`src/logic/macacc_pkg.sv`:
```
// constants and types of the accumulator result path
package macacc_pkg;
	localparam int ACC_W      = 40;
	localparam int WORD_W     = 16;
	localparam int GUARD_W    = 8;
	localparam int LOW_LSB    = 0;
	localparam int MID_LSB    = 16;
	localparam int GUARD_LSB  = 32;
	localparam int ROUND_BIT  = 15;
	localparam int EVEN_BIT   = 16;
	localparam int OVF_TOP    = 31;
	localparam logic [39:0] ACC_RESET   = 40'h00_0000_0000;
	localparam logic [15:0] FB_RESET    = 16'h0000;
	localparam logic [39:0] SAT_POS     = 40'h00_7FFF_FFFF;
	localparam logic [39:0] SAT_NEG     = 40'hFF_8000_0000;
	localparam logic [39:0] ROUND_ADD   = 40'h00_0000_8000;

	typedef enum logic [2:0] {
		MACACC_OP_NONE,
		MACACC_OP_MUL,
		MACACC_OP_MAC_ADD,
		MACACC_OP_MAC_SUB,
		MACACC_OP_CLEAR,
		MACACC_OP_SAT
	} macacc_op_type;

	typedef enum logic [1:0] {
		MACACC_SEL_LOW,
		MACACC_SEL_MID,
		MACACC_SEL_GUARD,
		MACACC_SEL_NONE
	} macacc_sel_type;
endpackage

```
`src/logic/macacc_result.sv`:
```
// accumulator result register with overflow, saturation and rounding
`timescale 1ns/1ns
// Behaviour
// - result held as low word 0-15, middle word 16-31, guard byte 32-39
// - each section written from data bus, read onto data or result bus
// - guard byte read onto either bus is sign-extended to sixteen bits
// - middle word write fills guard byte with the middle word sign bit
// - every multiply/accumulate operation updates the overflow flag
// - overflow set when top nine result bits are not all equal
// - saturate looks only at overflow flag and guard byte sign bit
// - saturate: flag clear keeps value, else largest positive or most negative
// - saturation only by explicit instruction, never automatic
// - rounding requested rounds at boundary between bit 15 and 16
// - rounded value goes to feedback register or the accumulator
// - rounding adds one at bit 15, carry flows upward
// - exact midway forces bit 16 of rounded output to zero
// - functions: multiply, add, subtract, clear to zero
// - product sign-extended, shifted left one, zero-filled
// - feedback register takes bits 16 to 31 of the sum after rounding
// - reads show earlier cycle value; writes visible next cycle
module macacc_result (
	input  wire logic                    clock,
	input  wire logic                    rst_n,
	input  wire logic                    clockEnable,
	input  wire macacc_pkg::macacc_op_type opCode,
	input  wire logic [31:0]             product,
	input  wire logic                    roundEnable,
	input  wire logic                    toFeedback,
	input  wire logic [15:0]             dataBusIn,
	input  wire macacc_pkg::macacc_sel_type writeSel,
	input  wire macacc_pkg::macacc_sel_type dataReadSel,
	input  wire macacc_pkg::macacc_sel_type resultReadSel,
	output logic [15:0]                  dataBusOut,
	output logic [15:0]                  resultBusOut,
	output logic [15:0]                  feedbackRegister,
	output logic                         macOverflowFlag
);
	logic [39:0] accumulatorResult;
	logic [39:0] productAligned;
	logic [39:0] adderSum;
	logic [39:0] roundedSum;
	logic [39:0] finalSum;
	logic [39:0] saturated;
	logic        isMidway;
	logic        isArith;
	logic        nextOverflow;
	logic        isClear;
	logic        isSat;
	logic        writeLow;
	logic        writeMid;
	logic        writeGuard;
	logic        guardSign;
	logic [8:0]  topNine;
	logic [39:0] next_accumulator;

	function automatic logic [15:0] readSection(input logic [39:0] acc,
			input macacc_pkg::macacc_sel_type sel);
		unique case (sel)
			macacc_pkg::MACACC_SEL_LOW:   readSection = acc[15:0];
			macacc_pkg::MACACC_SEL_MID:   readSection = acc[31:16];
			macacc_pkg::MACACC_SEL_GUARD: readSection = {{8{acc[39]}}, acc[39:32]};
			macacc_pkg::MACACC_SEL_NONE:  readSection = 16'h0000;
		endcase
	endfunction

	assign productAligned = {{7{product[31]}}, product, 1'b0};
	assign isArith = (opCode == macacc_pkg::MACACC_OP_MUL) ||
			(opCode == macacc_pkg::MACACC_OP_MAC_ADD) ||
			(opCode == macacc_pkg::MACACC_OP_MAC_SUB);

	always_comb begin
		unique case (opCode)
			macacc_pkg::MACACC_OP_MAC_ADD: adderSum = accumulatorResult + productAligned;
			macacc_pkg::MACACC_OP_MAC_SUB: adderSum = accumulatorResult - productAligned;
			macacc_pkg::MACACC_OP_MUL:     adderSum = productAligned;
			default:                       adderSum = macacc_pkg::ACC_RESET;
		endcase
	end

	assign isMidway = adderSum[15] && (adderSum[14:0] == 15'h0000);
	assign roundedSum = adderSum + macacc_pkg::ROUND_ADD;
	assign finalSum = !roundEnable ? adderSum :
			{roundedSum[39:17], roundedSum[16] & ~isMidway, roundedSum[15:0]};
	assign topNine = finalSum[39:31];
	assign nextOverflow = !((topNine == 9'h1FF) || (topNine == 9'h000));
	assign guardSign = accumulatorResult[39];
	assign saturated = !macOverflowFlag ? accumulatorResult :
			(guardSign ? macacc_pkg::SAT_NEG : macacc_pkg::SAT_POS);

	assign isClear = (opCode == macacc_pkg::MACACC_OP_CLEAR);
	assign isSat = (opCode == macacc_pkg::MACACC_OP_SAT);
	assign writeLow = (writeSel == macacc_pkg::MACACC_SEL_LOW);
	assign writeMid = (writeSel == macacc_pkg::MACACC_SEL_MID);
	assign writeGuard = (writeSel == macacc_pkg::MACACC_SEL_GUARD);

	assign dataBusOut = readSection(accumulatorResult, dataReadSel);
	assign resultBusOut = readSection(accumulatorResult, resultReadSel);

	// section writes override the operation result
	always_comb begin
		next_accumulator = accumulatorResult;
		if (isArith && !toFeedback)
			next_accumulator = finalSum;
		else if (isClear)
			next_accumulator = macacc_pkg::ACC_RESET;
		else if (isSat)
			next_accumulator = saturated;
		if (writeLow)
			next_accumulator[15:0] = dataBusIn;
		if (writeMid)
			next_accumulator[39:16] = {{8{dataBusIn[15]}}, dataBusIn};
		if (writeGuard)
			next_accumulator[39:32] = dataBusIn[7:0];
	end

	always_ff @(posedge clock) begin
		if (!rst_n)
			accumulatorResult <= macacc_pkg::ACC_RESET;
		else if (clockEnable)
			accumulatorResult <= next_accumulator;
	end

	always_ff @(posedge clock) begin
		if (!rst_n)
			feedbackRegister <= macacc_pkg::FB_RESET;
		else if (clockEnable && isArith && toFeedback)
			feedbackRegister <= finalSum[31:16];
	end

	always_ff @(posedge clock) begin
		if (!rst_n)
			macOverflowFlag <= 1'b0;
		else if (clockEnable && isArith)
			macOverflowFlag <= nextOverflow;
	end

	a_overflow_update: assert property (@(posedge clock) disable iff (!rst_n)
		clockEnable && isArith |=> macOverflowFlag == $past(nextOverflow))
		else $error("overflow flag not updated by operation");
	a_midway_even: assert property (@(posedge clock) disable iff (!rst_n)
		clockEnable && roundEnable && isMidway |-> finalSum[16] == 1'b0)
		else $error("midway rounding not even");
	a_sat_positive: assert property (@(posedge clock) disable iff (!rst_n)
		clockEnable && opCode == macacc_pkg::MACACC_OP_SAT && macOverflowFlag
		&& !accumulatorResult[39] && writeSel == macacc_pkg::MACACC_SEL_NONE
		|=> accumulatorResult == macacc_pkg::SAT_POS)
		else $error("positive saturation wrong");
	a_sat_hold: assert property (@(posedge clock) disable iff (!rst_n)
		clockEnable && opCode == macacc_pkg::MACACC_OP_SAT && !macOverflowFlag
		&& writeSel == macacc_pkg::MACACC_SEL_NONE |=> $stable(accumulatorResult))
		else $error("saturation changed value without overflow");
	a_mid_extend: assert property (@(posedge clock) disable iff (!rst_n)
		clockEnable && writeSel == macacc_pkg::MACACC_SEL_MID
		|=> accumulatorResult[39:32] == {8{$past(dataBusIn[15])}})
		else $error("guard byte not sign extended");
	a_guard_read: assert property (@(posedge clock) disable iff (!rst_n)
		dataReadSel == macacc_pkg::MACACC_SEL_GUARD |-> dataBusOut[15:8] == {8{dataBusOut[7]}})
		else $error("guard byte read not sign extended");
	a_feedback_take: assert property (@(posedge clock) disable iff (!rst_n)
		clockEnable && isArith && toFeedback && writeSel == macacc_pkg::MACACC_SEL_NONE
		|=> feedbackRegister == $past(finalSum[31:16]) && $stable(accumulatorResult))
		else $error("feedback capture wrong");
	a_no_autosat: assert property (@(posedge clock) disable iff (!rst_n)
		clockEnable && opCode == macacc_pkg::MACACC_OP_MAC_ADD && !toFeedback
		&& writeSel == macacc_pkg::MACACC_SEL_NONE |=> accumulatorResult == $past(finalSum))
		else $error("accumulation altered");

	a_freeze_hold: assert property (@(posedge clock) disable iff (!rst_n)
		!clockEnable |=> $stable(accumulatorResult) && $stable(feedbackRegister)
		&& $stable(macOverflowFlag))
		else $error("state changed while clock enable low");

	a_clear_zero: assert property (@(posedge clock) disable iff (!rst_n)
		clockEnable && isClear && writeSel == macacc_pkg::MACACC_SEL_NONE
		|=> accumulatorResult == macacc_pkg::ACC_RESET)
		else $error("clear did not zero accumulator");

	a_clear_flag: assert property (@(posedge clock) disable iff (!rst_n)
		clockEnable && isClear |=> $stable(macOverflowFlag))
		else $error("clear changed overflow flag");

	a_sat_negative: assert property (@(posedge clock) disable iff (!rst_n)
		clockEnable && isSat && macOverflowFlag && accumulatorResult[39]
		&& writeSel == macacc_pkg::MACACC_SEL_NONE
		|=> accumulatorResult == macacc_pkg::SAT_NEG)
		else $error("negative saturation wrong");

	a_sat_flag: assert property (@(posedge clock) disable iff (!rst_n)
		clockEnable && isSat |=> $stable(macOverflowFlag))
		else $error("saturate changed overflow flag");

	a_mul_load: assert property (@(posedge clock) disable iff (!rst_n)
		clockEnable && opCode == macacc_pkg::MACACC_OP_MUL && !roundEnable && !toFeedback
		&& writeSel == macacc_pkg::MACACC_SEL_NONE
		|=> accumulatorResult == {{7{$past(product[31])}}, $past(product), 1'b0})
		else $error("product alignment wrong");

	a_sub_result: assert property (@(posedge clock) disable iff (!rst_n)
		clockEnable && opCode == macacc_pkg::MACACC_OP_MAC_SUB && !roundEnable && !toFeedback
		&& writeSel == macacc_pkg::MACACC_SEL_NONE
		|=> accumulatorResult == $past(accumulatorResult)
		- {{7{$past(product[31])}}, $past(product), 1'b0})
		else $error("subtract result wrong");

	a_flag_value: assert property (@(posedge clock) disable iff (!rst_n)
		clockEnable && isArith && !toFeedback && writeSel == macacc_pkg::MACACC_SEL_NONE
		|=> macOverflowFlag == !(accumulatorResult[39:31] == 9'h1FF
		|| accumulatorResult[39:31] == 9'h000))
		else $error("overflow flag disagrees with result");

	a_low_write: assert property (@(posedge clock) disable iff (!rst_n)
		clockEnable && writeLow |=> accumulatorResult[15:0] == $past(dataBusIn))
		else $error("low word write lost");

	a_mid_write: assert property (@(posedge clock) disable iff (!rst_n)
		clockEnable && writeMid |=> accumulatorResult[31:16] == $past(dataBusIn))
		else $error("middle word write lost");

	a_guard_write: assert property (@(posedge clock) disable iff (!rst_n)
		clockEnable && writeGuard |=> accumulatorResult[39:32] == $past(dataBusIn[7:0]))
		else $error("guard byte write lost");

	a_round_carry: assert property (@(posedge clock) disable iff (!rst_n)
		clockEnable && isArith && roundEnable && !isMidway
		|-> finalSum == adderSum + macacc_pkg::ROUND_ADD)
		else $error("rounding carry wrong");

	a_result_read: assert property (@(posedge clock) disable iff (!rst_n)
		resultReadSel == macacc_pkg::MACACC_SEL_GUARD
		|-> resultBusOut == {{8{accumulatorResult[39]}}, accumulatorResult[39:32]})
		else $error("guard byte result bus read wrong");

	a_read_none: assert property (@(posedge clock) disable iff (!rst_n)
		dataReadSel == macacc_pkg::MACACC_SEL_NONE |-> dataBusOut == 16'h0000)
		else $error("idle data bus read not zero");

	a_feedback_hold: assert property (@(posedge clock) disable iff (!rst_n)
		clockEnable && !(isArith && toFeedback) |=> $stable(feedbackRegister))
		else $error("feedback register changed without capture");
endmodule // macacc_result

```
`config.mk`:
```
export PLATFORM = sky130hd
export DESIGN_NAME = macacc_result
export DESIGN_NICKNAME = d
export VERILOG_FILES = /design/src/logic/macacc_pkg.sv /design/src/logic/macacc_result.sv
export SDC_FILE = /design/constraint.sdc
export NUM_CORES = 1
export LEC_CHECK = 0
export BUFFER_PORTS_ARGS = -buffer_cell sky130_fd_sc_hd__buf_2
export CAP_MARGIN = 20
export CORE_MARGIN = 2
export CORE_UTILIZATION = 50
export CTS_CLUSTER_SIZE = 8
export DETAILED_ROUTE_END_ITERATION = 16
export HOLD_SLACK_MARGIN = 0.05
export PLACE_DENSITY = 0.71
export SYNTH_ARGS = -nofsm -noshare
export SYNTH_HDL_FRONTEND = slang
export SYNTH_SLANG_ARGS = --single-unit
```
`constraint.sdc`:
```
create_clock -name clock -period 10.15 [get_ports clock]
set_input_delay 2.03 -clock clock [delete_from_list [all_inputs] [get_ports clock]]
set_output_delay 2.03 -clock clock [all_outputs]
set_load 0.05 [all_outputs]
```
==> flow_metrics.tcl <==
set metrics [dict create \
    status "complete, no violations" \
    cts_buffer_depth 2 \
    grt.busiest_layer "met2" \
    worstPathRequired_ns 10.38 \
    p_per_area_nw_per_um2 117 \
    dp_cells 1426 \
    ys.flop_type "dfxtp_1" \
    ys_seq_elements 57 \
    n_antenna_cell 0 \
    design.core.area_um2 15800 \
    wl_per_cell_um 22.0 \
    use_met1_pct 46.2 \
    instances_no_fill 1444 \
    crit_slowest_cell "a211oi_2" \
    detail_route.first_pass.iterations 6 \
    hold_viol_final 0 \
    die_y_um 131 \
    place_congestion 1.06 \
    cts-root-buf "clkbuf_16" \
    fp-row-count 46 \
    fin_crit_sh_pct 79.2 \
    fin_skew_ns 0.00374 \
    grt.total_usage_pct 36.5 \
    max_freq_mhz 124 \
    cpLargestDelayFamily "simple AND/OR/NAND/NOR gates" \
    cts_sinks 57 \
    synth-edff-count 0 \
    worstSkewPairLatency_ns 0.33 \
    async_reset_ff_share_pct 0 \
    dp_hpwl_um 24200 \
    drive_gt1_share_pct 14.6 \
    final-setup-viol-count 0 \
    wirelength_um 31800 \
    cp_data_arrival_time_ns 8.26 \
    ioPinCount 111 \
    crit_start "product[6]" \
    use_met2_pct 57.4 \
    critical_path_buf_inv_count 1 \
    antenna_left 0 \
    r2r_start "accumulatorResult[1]" \
    nets 1330 \
    swShare_pct 43.0 \
    synthToLayoutAreaGrowth_pct 11.6 \
    grt_antenna_before_repair 0 \
    portBuffers 110 \
    holdBufCountCts 0 \
    max_stage_delay_ns 0.67 \
    met3_usage_pct 9.38 \
    die_area_um2 17200 \
    critPathLaunchType "input port" \
    first_iter_violations 1052 \
    worstMarginPinSlew_ns 1.15 \
    power_frac_seq_pct 25.7 \
    internal_power_uw 601 \
    die_w_um 131 \
    grt_pass1_vias 8307 \
    vias 9502 \
    grt_pass1_wl_um 47700 \
    ys_seq_area_share_pct 14.1 \
    syn_avg_cell_area_um2 6.95 \
    fin_crit_ns 8.04 \
    cap_violations 0 \
    utilization_pct 56.9 \
    cts_tree "done" \
    grt-ovfl-total 0 \
    synth_cells 1162 \
    worst-path-max-fanout 15 \
    synth_area_um2 8070 \
    start_util_pct 51.0 \
    cts_setup_buffers 0 \
    crit_chain "buf_2 -> or4_4 -> nand2b_1 -> nand2b_1 -> nor2_1 -> nand2_1 -> nor2_1 -> nand2_1 -> or2_2 -> o41ai_1 -> xor2_1 -> ha_1 -> nand4_1 -> or4_1 -> a21o_1 -> a21o_1 -> o31ai_4 -> o22ai_2 -> a211oi_2 -> a21oi_1 -> or3_1 -> nor4b_1 -> nand4_1 -> a41o_1" \
    slew_violations 0 \
    synth_cell_types 92 \
    combinationalPowerShare_pct 45.4 \
    cts_buffers 9 \
    rsz0062_at_grt "false" \
    clockPowerShare_pct 28.9 \
    nFillCells 1581 \
    power_uw 1050 \
    postCtsResizedCells 0 \
    avgViaCountPerCell 6.58 \
    ir_drop_uv 90.8 \
    p_sw_uw 454 \
    leakage_uw 0.00361 \
    setup_tns_ns 0 \
    criticalPathCategory "in2reg" \
    hold_path_startpoint "feedbackRegister[10]" \
    route.detailed.drc 0 \
    cts_max_level 3 \
    worst_setup_path_end_kind "register" \
    yosys_warnings 0 \
    slew_headroom_pct 23.3 \
    hold_path_class "reg2reg" \
    grt_max_degree 63 \
    mappedNetlistNets 1268 \
    path_clk_slew_ns 0.05 \
]
==> area by class of cell <==
cell class                 count  area, um^2  share of cell area [%]
tap                          216         270                    3.00
clock buffer                  12         256                    2.85
timing repair buffer         118         636                    7.05
clock inverter                 3        40.0                   0.444
inverter                      28         105                    1.17
sequential                    57        1140                    12.7
multi-input combinational   1010        6560                    72.8
==> synth_stat cells (all sizes together), types with 15 or more instances <==
library cell  count  area share [%]
ha               43             6.7
nand3            23             1.6
xor2             26             2.9
nand4            20             1.6
a21o             15             1.4
clkbuf           50             2.3
dfxtp            57              14
nand2           163             7.6
nand2b           15             1.2
mux2i            40             5.0
o21a             17             1.6
nor2             66             3.1
nor3             22             1.5
buf              17             1.1
a21oi            97             6.2
o21ai           155             9.8
and2             58             4.5
inv              25             1.2
o31ai            15             1.8
o211ai           30             2.8
a21boi           15             1.5
nor2b            16             1.2
xnor2            34             3.8
==> worst min-delay path: stages, from the launching register on <==
cell and delay (ns):
dfxtp_1 0.32, nand2_1 0.04, o21ai_0 0.05, and2_1 0.11
==> layout by cell type (no fill, tap or decap), types with 21 or more instances in the layout <==
cell type / count
mux2i_1: 40
and2_1: 58
xor2_1: 25
o211ai_1: 30
nand2_1: 162
nand3_1: 21
nor2_1: 65
inv_1: 25
ha_1: 43
o21ai_0: 144
a21oi_1: 94
dfxtp_1: 57
buf_2: 111
xnor2_1: 33
==> logic make-up (layout without fill, tap and decap cells) <==
kind of cell,after synthesis,in the layout,share of synthesized area [%]
simple gates,434,434,27.2
compound gates,429,429,34.9
buf+inv,95,161,4.76
xor+xnor,60,60,6.70
flops,57,57,14.1
fa+ha+maj,44,44,6.91
mux,43,43,5.38
==> state kept, by name (all words and copies together), names as in the netlist <==
signal,cells
macOverflowFlag,1
accumulatorResult,40
feedbackRegister,16
==> power groups by stage <==
| stage | Clock (uW) | Combinational [uW] | Sequential (uW) |
|---|---|---|---|
| after floorplan | 0 | 338 | 258 |
| after global placement | 0 | 460 | 271 |
| after detailed placement | 0 | 462 | 271 |
| after CTS | 305 | 465 | 267 |
| after global routing | 315 | 516 | 270 |
| final | 305 | 479 | 271 |
==> through the flow <==
stage	setup WS (ns)	area (um^2)	hold slack, ns
2_1_floorplan	2.34	8070	0.471
3_3_place_gp	1.97	8670	0.498
3_5_place_dp	1.90	8670	0.506
4_1_cts	2.20	8960	0.558
5_1_grt	1.52	9010	0.585
6_report	2.11	9010	0.555
==> final timing paths <==
check	endpoint	slack, ns	cells past startpoint
min	feedbackRegister[10]	0.55	3
min reg2reg	feedbackRegister[10]	0.55	3
max	macOverflowFlag	2.11	24
max reg2reg	macOverflowFlag	5.06	19
==> per-layer routing <==
layer / share of wire (%) / up-vias
met3: 11 / 114
met2: 44 / 585
met4: 6.2 / 0
li1: - / 4394
met5: 0 / -
met1: 39 / 4409
Power figures use the tool's default switching activity.
